## src/design/irq_vector_pkg.sv

```systemverilog
// Package with offsets, field positions, reset values and vector addresses of the vectoring block.
package irq_vector_pkg;

    // =====================================================================
    // Widths and sizes
    // =====================================================================
    localparam int SRC_COUNT   = 8;
    localparam int PC_W        = 12;
    localparam int STACK_DEPTH = 8;
    localparam int DEPTH_W     = 4;
    localparam int ADR_W       = 8;

    // =====================================================================
    // Register byte offsets on the bus
    // =====================================================================
    localparam logic [ADR_W-1:0] OFS_FLAGS   = 8'h00;
    localparam logic [ADR_W-1:0] OFS_ENABLES = 8'h04;
    localparam logic [ADR_W-1:0] OFS_CTRL    = 8'h08;
    localparam logic [ADR_W-1:0] OFS_STATUS  = 8'h0C;
    localparam logic [ADR_W-1:0] OFS_ARMED   = 8'h10;

    // =====================================================================
    // Field positions
    // =====================================================================
    localparam int SRC_TC0  = 0;
    localparam int SRC_TC1  = 1;
    localparam int SRC_TC2  = 2;
    localparam int SRC_WIDE = 3;
    localparam int SRC_CONV = 4;
    localparam int SRC_SYNC = 5;
    localparam int SRC_ARX  = 6;
    localparam int SRC_ATX  = 7;

    localparam int CTRL_GIE_BIT    = 0;
    localparam int STAT_DEPTH_LSB  = 0;
    localparam int STAT_PEND_BIT   = 4;
    localparam int STAT_FULL_BIT   = 5;

    // =====================================================================
    // Reset values
    // =====================================================================
    localparam logic [SRC_COUNT-1:0] FLAGS_RST   = 8'h00;
    localparam logic [SRC_COUNT-1:0] ENABLES_RST = 8'h00;
    localparam logic                 GIE_RST     = 1'b0;
    localparam logic [DEPTH_W-1:0]   DEPTH_RST   = 4'h0;
    localparam logic [PC_W-1:0]      PC_RST      = 12'h000;

    // =====================================================================
    // Vector addresses, indexed by source position
    // =====================================================================
    localparam logic [PC_W-1:0] VEC_TC0  = 12'h00C;
    localparam logic [PC_W-1:0] VEC_TC1  = 12'h00D;
    localparam logic [PC_W-1:0] VEC_TC2  = 12'h00E;
    localparam logic [PC_W-1:0] VEC_WIDE = 12'h00F;
    localparam logic [PC_W-1:0] VEC_CONV = 12'h010;
    localparam logic [PC_W-1:0] VEC_SYNC = 12'h011;
    localparam logic [PC_W-1:0] VEC_ARX  = 12'h013;
    localparam logic [PC_W-1:0] VEC_ATX  = VEC_ARX + 12'h001;

    localparam logic [PC_W-1:0] VEC_TABLE [SRC_COUNT] = '{
        VEC_TC0, VEC_TC1, VEC_TC2, VEC_WIDE, VEC_CONV, VEC_SYNC, VEC_ARX, VEC_ATX
    };

endpackage : irq_vector_pkg

```

## src/design/irq_vectoring.sv

```systemverilog
// Peripheral interrupt request flags, enables and vectoring with return-address stack.
//
// Functional notes
// - Timer/counter 0 wrap always sets its flag.
// - Timer/counter 1 wrap always sets its flag.
// - Timer/counter 2 wrap always sets its flag.
// - Wide timer overflow always sets its flag.
// - Conversion done always sets its flag.
// - Sync serial transfer done always sets flag.
// - Async receive/transmit done set matching flag.
// - Enabled source event diverts execution to vector.
// - Disabled source: flag set, no vectoring.
// - Flag raised while disabled never vectors later.
// - Timer/counter 0 vector is 0CH.
// - Timer/counter 1 vector is 0DH.
// - Timer/counter 2 vector is 0EH.
// - Wide timer vector is 0FH.
// - Conversion done vector is 10H.
// - Sync serial vector is 11H.
// - Async receive vector is 13H.
// - Vectoring needs global enable set as well.
// - Taking interrupt loads vector, pushes return address; here no push once the stack holds 8 entries.
//
// The register offsets and the Wishbone register port were chosen for this implementation.
`timescale 1ns/1ns

module irq_vectoring
    import irq_vector_pkg::*;
(
    input  wire logic                 clk_i,
    input  wire logic                 rst_i,
    input  wire logic                 ce_i,
    input  wire logic                 wb_cyc_i,
    input  wire logic                 wb_stb_i,
    input  wire logic                 wb_we_i,
    input  wire logic [ADR_W-1:0]     wb_adr_i,
    input  wire logic [3:0]           wb_sel_i,
    input  wire logic [31:0]          wb_dat_i,
    output logic      [31:0]          wb_dat_o,
    output logic                      wb_ack_o,
    input  wire logic                 tmr_cnt0_wrap_i,
    input  wire logic                 tmr_cnt1_wrap_i,
    input  wire logic                 tmr_cnt2_wrap_i,
    input  wire logic                 wide_timer_overflow_i,
    input  wire logic                 conversion_done_i,
    input  wire logic                 sync_serial_done_i,
    input  wire logic                 async_rx_done_i,
    input  wire logic                 async_tx_done_i,
    input  wire logic                 irq_take_i,
    input  wire logic                 irq_return_i,
    input  wire logic [PC_W-1:0]      return_pc_i,
    output logic                      irq_request_o,
    output logic      [PC_W-1:0]      irq_vector_o,
    output logic                      pc_load_o,
    output logic      [PC_W-1:0]      pc_value_o
);

    // =====================================================================
    // Source events
    // =====================================================================
    logic [SRC_COUNT-1:0] event_vec;

    always_comb begin
        event_vec                = '0;
        event_vec[SRC_TC0]  = tmr_cnt0_wrap_i;
        event_vec[SRC_TC1]  = tmr_cnt1_wrap_i;
        event_vec[SRC_TC2]  = tmr_cnt2_wrap_i;
        event_vec[SRC_WIDE] = wide_timer_overflow_i;
        event_vec[SRC_CONV] = conversion_done_i;
        event_vec[SRC_SYNC] = sync_serial_done_i;
        event_vec[SRC_ARX]  = async_rx_done_i;
        event_vec[SRC_ATX]  = async_tx_done_i;
    end

    // =====================================================================
    // Bus slave
    // =====================================================================
    // The answer comes one cycle after the request is seen; a write takes
    // effect at the edge where the master samples the acknowledge, so a held
    // request is written exactly once.
    logic        ack_reg;
    logic        ack_next;
    logic [31:0] rdata_reg;
    logic [31:0] rdata_next;
    logic        bus_req;
    logic        bus_wr;
    logic        wr_flags;
    logic        wr_enables;
    logic        wr_ctrl;

    logic [SRC_COUNT-1:0] flags_reg;
    logic [SRC_COUNT-1:0] flags_next;
    logic [SRC_COUNT-1:0] enables_reg;
    logic [SRC_COUNT-1:0] enables_next;
    logic [SRC_COUNT-1:0] armed_reg;
    logic [SRC_COUNT-1:0] armed_next;
    logic                 gie_reg;
    logic                 gie_next;
    logic [DEPTH_W-1:0]   depth_reg;
    logic [DEPTH_W-1:0]   depth_next;
    logic                 req_reg;

    assign bus_req    = wb_cyc_i && wb_stb_i;
    assign bus_wr     = bus_req && wb_we_i && ack_reg && wb_sel_i[0];
    assign wr_flags   = bus_wr && (wb_adr_i == OFS_FLAGS);
    assign wr_enables = bus_wr && (wb_adr_i == OFS_ENABLES);
    assign wr_ctrl    = bus_wr && (wb_adr_i == OFS_CTRL);

    always_comb begin
        ack_next   = bus_req && !ack_reg;
        rdata_next = rdata_reg;
        if (bus_req && !ack_reg) begin
            rdata_next = '0;
            case (wb_adr_i)
                OFS_FLAGS: begin
                    rdata_next[SRC_COUNT-1:0] = flags_reg;
                end
                OFS_ENABLES: begin
                    rdata_next[SRC_COUNT-1:0] = enables_reg;
                end
                OFS_CTRL: begin
                    rdata_next[CTRL_GIE_BIT] = gie_reg;
                end
                OFS_STATUS: begin
                    rdata_next[STAT_DEPTH_LSB +: DEPTH_W] = depth_reg;
                    rdata_next[STAT_PEND_BIT]            = req_reg;
                    rdata_next[STAT_FULL_BIT]            = (depth_reg == DEPTH_W'(STACK_DEPTH));
                end
                OFS_ARMED: begin
                    rdata_next[SRC_COUNT-1:0] = armed_reg;
                end
                default: begin
                    rdata_next = '0;
                end
            endcase
        end
    end

    always_ff @(posedge clk_i) begin
        if (rst_i) begin
            ack_reg   <= 1'b0;
            rdata_reg <= '0;
        end else if (ce_i) begin
            ack_reg   <= ack_next;
            rdata_reg <= rdata_next;
        end
    end

    assign wb_ack_o = ack_reg;
    assign wb_dat_o = rdata_reg;

    // =====================================================================
    // Core handshake qualifiers
    // =====================================================================
    logic             take;
    logic             give_back;
    logic [2:0]       src_reg;
    logic [PC_W-1:0]  vector_reg;

    // A take and a return in the same cycle cannot both be honoured; the take
    // wins because losing a vector is worse than delaying a return.
    assign take      = irq_take_i && req_reg;
    assign give_back = irq_return_i && !take && (depth_reg != '0);

    // =====================================================================
    // Flags, enables and arming
    // =====================================================================
    // The armed bit remembers that a flag was raised while its source was
    // enabled. Only armed sources may vector, so a stale flag left from a
    // disabled period stays quiet after the enable is set.
    always_comb begin
        flags_next   = flags_reg;
        enables_next = enables_reg;
        armed_next   = armed_reg;
        if (wr_flags) begin
            flags_next = wb_dat_i[SRC_COUNT-1:0];
        end
        if (wr_enables) begin
            enables_next = wb_dat_i[SRC_COUNT-1:0];
        end
        armed_next = armed_next & flags_next;
        if (take) begin
            armed_next[src_reg] = 1'b0;
        end
        flags_next = flags_next | event_vec;
        armed_next = armed_next | (event_vec & enables_reg);
    end

    always_ff @(posedge clk_i) begin
        if (rst_i) begin
            flags_reg   <= FLAGS_RST;
            enables_reg <= ENABLES_RST;
            armed_reg   <= '0;
        end else if (ce_i) begin
            flags_reg   <= flags_next;
            enables_reg <= enables_next;
            armed_reg   <= armed_next;
        end
    end

    // =====================================================================
    // Global enable, request and vector selection
    // =====================================================================
    logic             req_next;
    logic [2:0]       src_next;
    logic [PC_W-1:0]  vector_next;

    always_comb begin
        gie_next = gie_reg;
        if (wr_ctrl) begin
            gie_next = wb_dat_i[CTRL_GIE_BIT];
        end
        // Entry masks further interrupts until the service routine returns or sets the global enable by a control write.
        if (take) begin
            gie_next = 1'b0;
        end else if (give_back) begin
            gie_next = 1'b1;
        end
        src_next = src_reg;
        for (int i = SRC_COUNT - 1; i >= 0; i--) begin
            if (armed_next[i]) begin
                src_next = 3'(i);
            end
        end
        vector_next = VEC_TABLE[src_next];
        req_next    = gie_next && (armed_next != '0);
    end

    always_ff @(posedge clk_i) begin
        if (rst_i) begin
            gie_reg    <= GIE_RST;
            req_reg    <= 1'b0;
            src_reg    <= '0;
            vector_reg <= PC_RST;
        end else if (ce_i) begin
            gie_reg    <= gie_next;
            req_reg    <= req_next;
            src_reg    <= src_next;
            vector_reg <= vector_next;
        end
    end

    assign irq_request_o = req_reg;
    assign irq_vector_o  = vector_reg;

    // =====================================================================
    // Return-address stack and program counter load
    // =====================================================================
    // When the stack is full a further entry still vectors but its return
    // address is dropped; software must bound its nesting.
    logic [PC_W-1:0] stack_mem  [STACK_DEPTH];
    logic [PC_W-1:0] stack_next [STACK_DEPTH];
    logic            pc_load_reg;
    logic            pc_load_next;
    logic [PC_W-1:0] pc_reg;
    logic [PC_W-1:0] pc_next;

    always_comb begin
        stack_next   = stack_mem;
        depth_next   = depth_reg;
        pc_load_next = 1'b0;
        pc_next      = pc_reg;
        if (take) begin
            pc_load_next = 1'b1;
            pc_next      = vector_reg;
            if (depth_reg != DEPTH_W'(STACK_DEPTH)) begin
                stack_next[depth_reg[2:0]] = return_pc_i;
                depth_next                 = depth_reg + 4'h1;
            end
        end else if (give_back) begin
            pc_load_next = 1'b1;
            pc_next      = stack_mem[3'(depth_reg - 4'h1)];
            depth_next   = depth_reg - 4'h1;
        end
    end

    always_ff @(posedge clk_i) begin
        if (rst_i) begin
            depth_reg   <= DEPTH_RST;
            pc_load_reg <= 1'b0;
            pc_reg      <= PC_RST;
            for (int i = 0; i < STACK_DEPTH; i++) begin
                stack_mem[i] <= PC_RST;
            end
        end else if (ce_i) begin
            depth_reg   <= depth_next;
            pc_load_reg <= pc_load_next;
            pc_reg      <= pc_next;
            stack_mem   <= stack_next;
        end
    end

    assign pc_load_o  = pc_load_reg;
    assign pc_value_o = pc_reg;

endmodule : irq_vectoring

```

## config.mk

```make
export PLATFORM = sky130hd
export DESIGN_NAME = irq_vectoring
export DESIGN_NICKNAME = d
export VERILOG_FILES = /design/src/design/irq_vector_pkg.sv /design/src/design/irq_vectoring.sv
export SDC_FILE = /design/constraint.sdc
export NUM_CORES = 1
export LEC_CHECK = 0
export CORE_AREA = 4 4 155 172
export DETAILED_ROUTE_END_ITERATION = 8
export DIE_AREA = 0 0 159 176
export DONT_BUFFER_PORTS = 1
export GPL_ROUTABILITY_DRIVEN = 1
export PLACE_DENSITY_LB_ADDON = 0.05
export SYNTH_ARGS = -nofsm -noshare
export SYNTH_HDL_FRONTEND = slang
export SYNTH_SLANG_ARGS = --single-unit
```

## constraint.sdc

```tcl
create_clock -name clk_i -period 4.3 [get_ports clk_i]
set_input_delay 1.075 -clock clk_i [delete_from_list [all_inputs] [get_ports clk_i]]
set_output_delay 1.075 -clock clk_i [all_outputs]
set_load 0.01 [all_outputs]
```

==> metrics.md <==
| Metric | Value |
|---|---|
| Post-synth EDFFs | `0` |
| Yosys warning count | `0` |
| Final WS setup | `588 ps` |
| GP Congestion | `0.773` |
| Clock Path Buffers | `2` |
| Clock Skew | `9.69 ps` |
| Post-CTS Setup Inserts | `0` |
| Setup TNS | `0 ps` |
| Ys async rst share | `0%` |
| Clock sink count | `155` |
| Initial antenna violation count | `0` |
| Max Slew Vio Count | `0` |
| Mapped Avg Cell Area | `9.54 um^2` |
| Top sig layer | `met4` |
| PD cells | `420 nW/um^2` |
| Inserted Clock Buffers | `17` |
| Ys flop type | `dfxtp_1` |
| Status | `complete, no violations` |
| Share of the synthesized area in the top cell type | `42.0%` |
| PostCTS Resize Cnt | `0` |
| Final Power | `3440 uW` |
| Vias in the first global route | `5400` |
| LEAKAGE | `0.00330 uW` |
| Antenna-violating nets left | `0` |
| Met1 Wirelength | `9090 um` |
| Reg2reg path depth | `11` |
| Max reg flops | `96` |
| Worst slack at placement | `160 ps` |
| Routed len/inst | `19.7 um` |
| Sequential element share of the synthesized area | `42.0%` |
| Area after DPL | `7570 um^2` |
| Fraction of layout cells with a size suffix above 1 | `12.0%` |
| WP data required | `4630 ps` |
| Inst Count DP | `1043` |
| WHS Path Cells | `2` |
| Final instance count without filler cells | `1074` |
| Clock slew at reported path FFs | `60 ps` |
| Startpoint Class | `primary input` |
| Met2 WL | `10700 um` |
| Ant. Diodes | `0` |
| CP Data Arrival Time | `4040 ps` |
| Yosys cell types | `55` |
| CTS tree | `done` |
| Area leader, netlist | `dfxtp_1` |
| Metal3 WL | `1070 um` |
| Worst-Margin Slew | `1070 ps` |
| Most frequent cell after synthesis | `nor2_1` |
| CORE AREA | `25000 um^2` |
| Final Cycle Share | `86.3%` |
| Initial drt markers | `286` |
| Critical path class | `in2reg` |
| Row count | `61` |
| Commonest cells in the netlist | `nor2_1 (164), dfxtp_1 (155), mux2i_1 (121)` |
| I/O pin cnt | `131` |
| Synth Cell Area | `7400 um^2` |
| #FFs+latches synth | `155` |
| Mapped Cells | `775` |
| Vias | `5343` |
| Port buffer count | `0` |
| CTS Hold Bufs | `0` |
| RSZ-0062 raised after global routing | `false` |
| Max IR drop VDD | `0.181 mV` |
| Nets | `823` |
| Relative slew slack | `28.2%` |
| Top post-synthesis cells by area | `dfxtp_1 (42%), mux2i_1 (16%), nor2_1 (8.3%)` |
| DIE AREA | `28000 um^2` |
| 1st-pass router iterations | `5` |
| Max-Cap Viols | `0` |
| HPWL after DPL | `14000 um` |
| DRT Wirelength | `21100 um` |
| Final hold vios | `0` |
| Tmin final | `3710 ps` |
| Hold Path Class | `reg2reg` |
| Clock root buffer | `clkbuf_16` |
| Total grt overflow | `0` |
| CP max FO | `18` |
| All-Layer GR Usage | `15.2%` |
| Fmax | `269 MHz` |
| Pin count of the biggest net entering global routing | `159` |
| Final setup fails | `0` |
| Drt via density | `4.97` |
| H-tree depth | `4` |
| Final instance area | `8180 um^2` |
| Global-route wire length before repair | `33100 um` |
| Die Ht | `176 um` |
| Area growth, synth to finish | `10.6%` |
| Die extent in x | `159 um` |
| Worst skew pair latency | `420 ps` |
| Drt drc | `0` |
| Element type at the critical path end | `flip-flop` |
| Initial core utilization | `29.6%` |
| Most flops, register | `stack_mem` |
-- critical path, stage by stage --
cell      delay, ps
or4_1           610
nor4_4          300
buf_12          200
mux2i_1          80
o21ai_0         580
o211a_1         290
o21bai_1        200
ha_1            300
nor3_1          180
a41oi_1         130
o31ai_1          90
-- report_power, final --
group,switching (uW),internal [uW]
Sequential,41.1,1460
Combinational,234,144
Clock,623,934
-- through the flow --
stage | hold slack, ps | utilization, %
floorplan | 455 | -
global placement | 465 | 30.3
detailed placement | 470 | 30.3
CTS | 481 | 32.8
global route | 510 | 32.8
finish | 484 | 32.8
-- layout by cell type, fill, tap and decap left out, types with 4 or more instances in the layout --
master / n
o311ai_0: 4
o21ai_0: 22
nand2_1: 28
dfxtp_1: 154
inv_1: 16
and2_1: 4
mux2_2: 11
clkbuf_16: 17
buf_4: 16
a221oi_1: 9
nand3_1: 6
a22oi_1: 17
clkinv_4: 4
a21oi_1: 15
ha_1: 4
mux4_2: 24
a211oi_1: 14
mux2i_1: 121
nor2_1: 164
nor3_1: 7
conb_1: 31
-- cell families after synthesis --
kind of cell               after synthesis  share of synthesized area, %
xor gates and xnor gates                 4                         0.474
adders and majority gates                4                         0.677
other                                    1                        0.0507
DFF                                    155                          42.0
muxes                                  156                          25.4
and+or+nand+nor                        236                          13.9
AOI/OAI and AO/OA                      109                          10.3
buffers and inverters                  110                          7.31
-- cell type report --
type,count,area [um^2]
clock buffers,19,443
clock inverters,12,164
fillers,2571,16800
inverters,16,60.1
multi-input cells,540,3870
flip-flops and latches,155,3100
well taps,315,394
repair buffers,17,140
-- layer usage --
layer	vias to the layer above	GRT usage, %
li1	2633	-
met1	2594	18.1
met2	104	27.2
met3	12	4.16
met4	0	3.76
met5	-	0
-- path summary, 6_finish.rpt --
kind | from | end | slack, ps
worst min register to register | flags_reg[4] | flags_reg[4] | 480
worst min-delay path | flags_reg[4] | flags_reg[4] | 480
worst max register to register | wb_ack_o | irq_vector_o[0] | 1180
worst max-delay path | wb_adr_i[1] | irq_vector_o[0] | 590
Power figures use the tool's default switching activity.
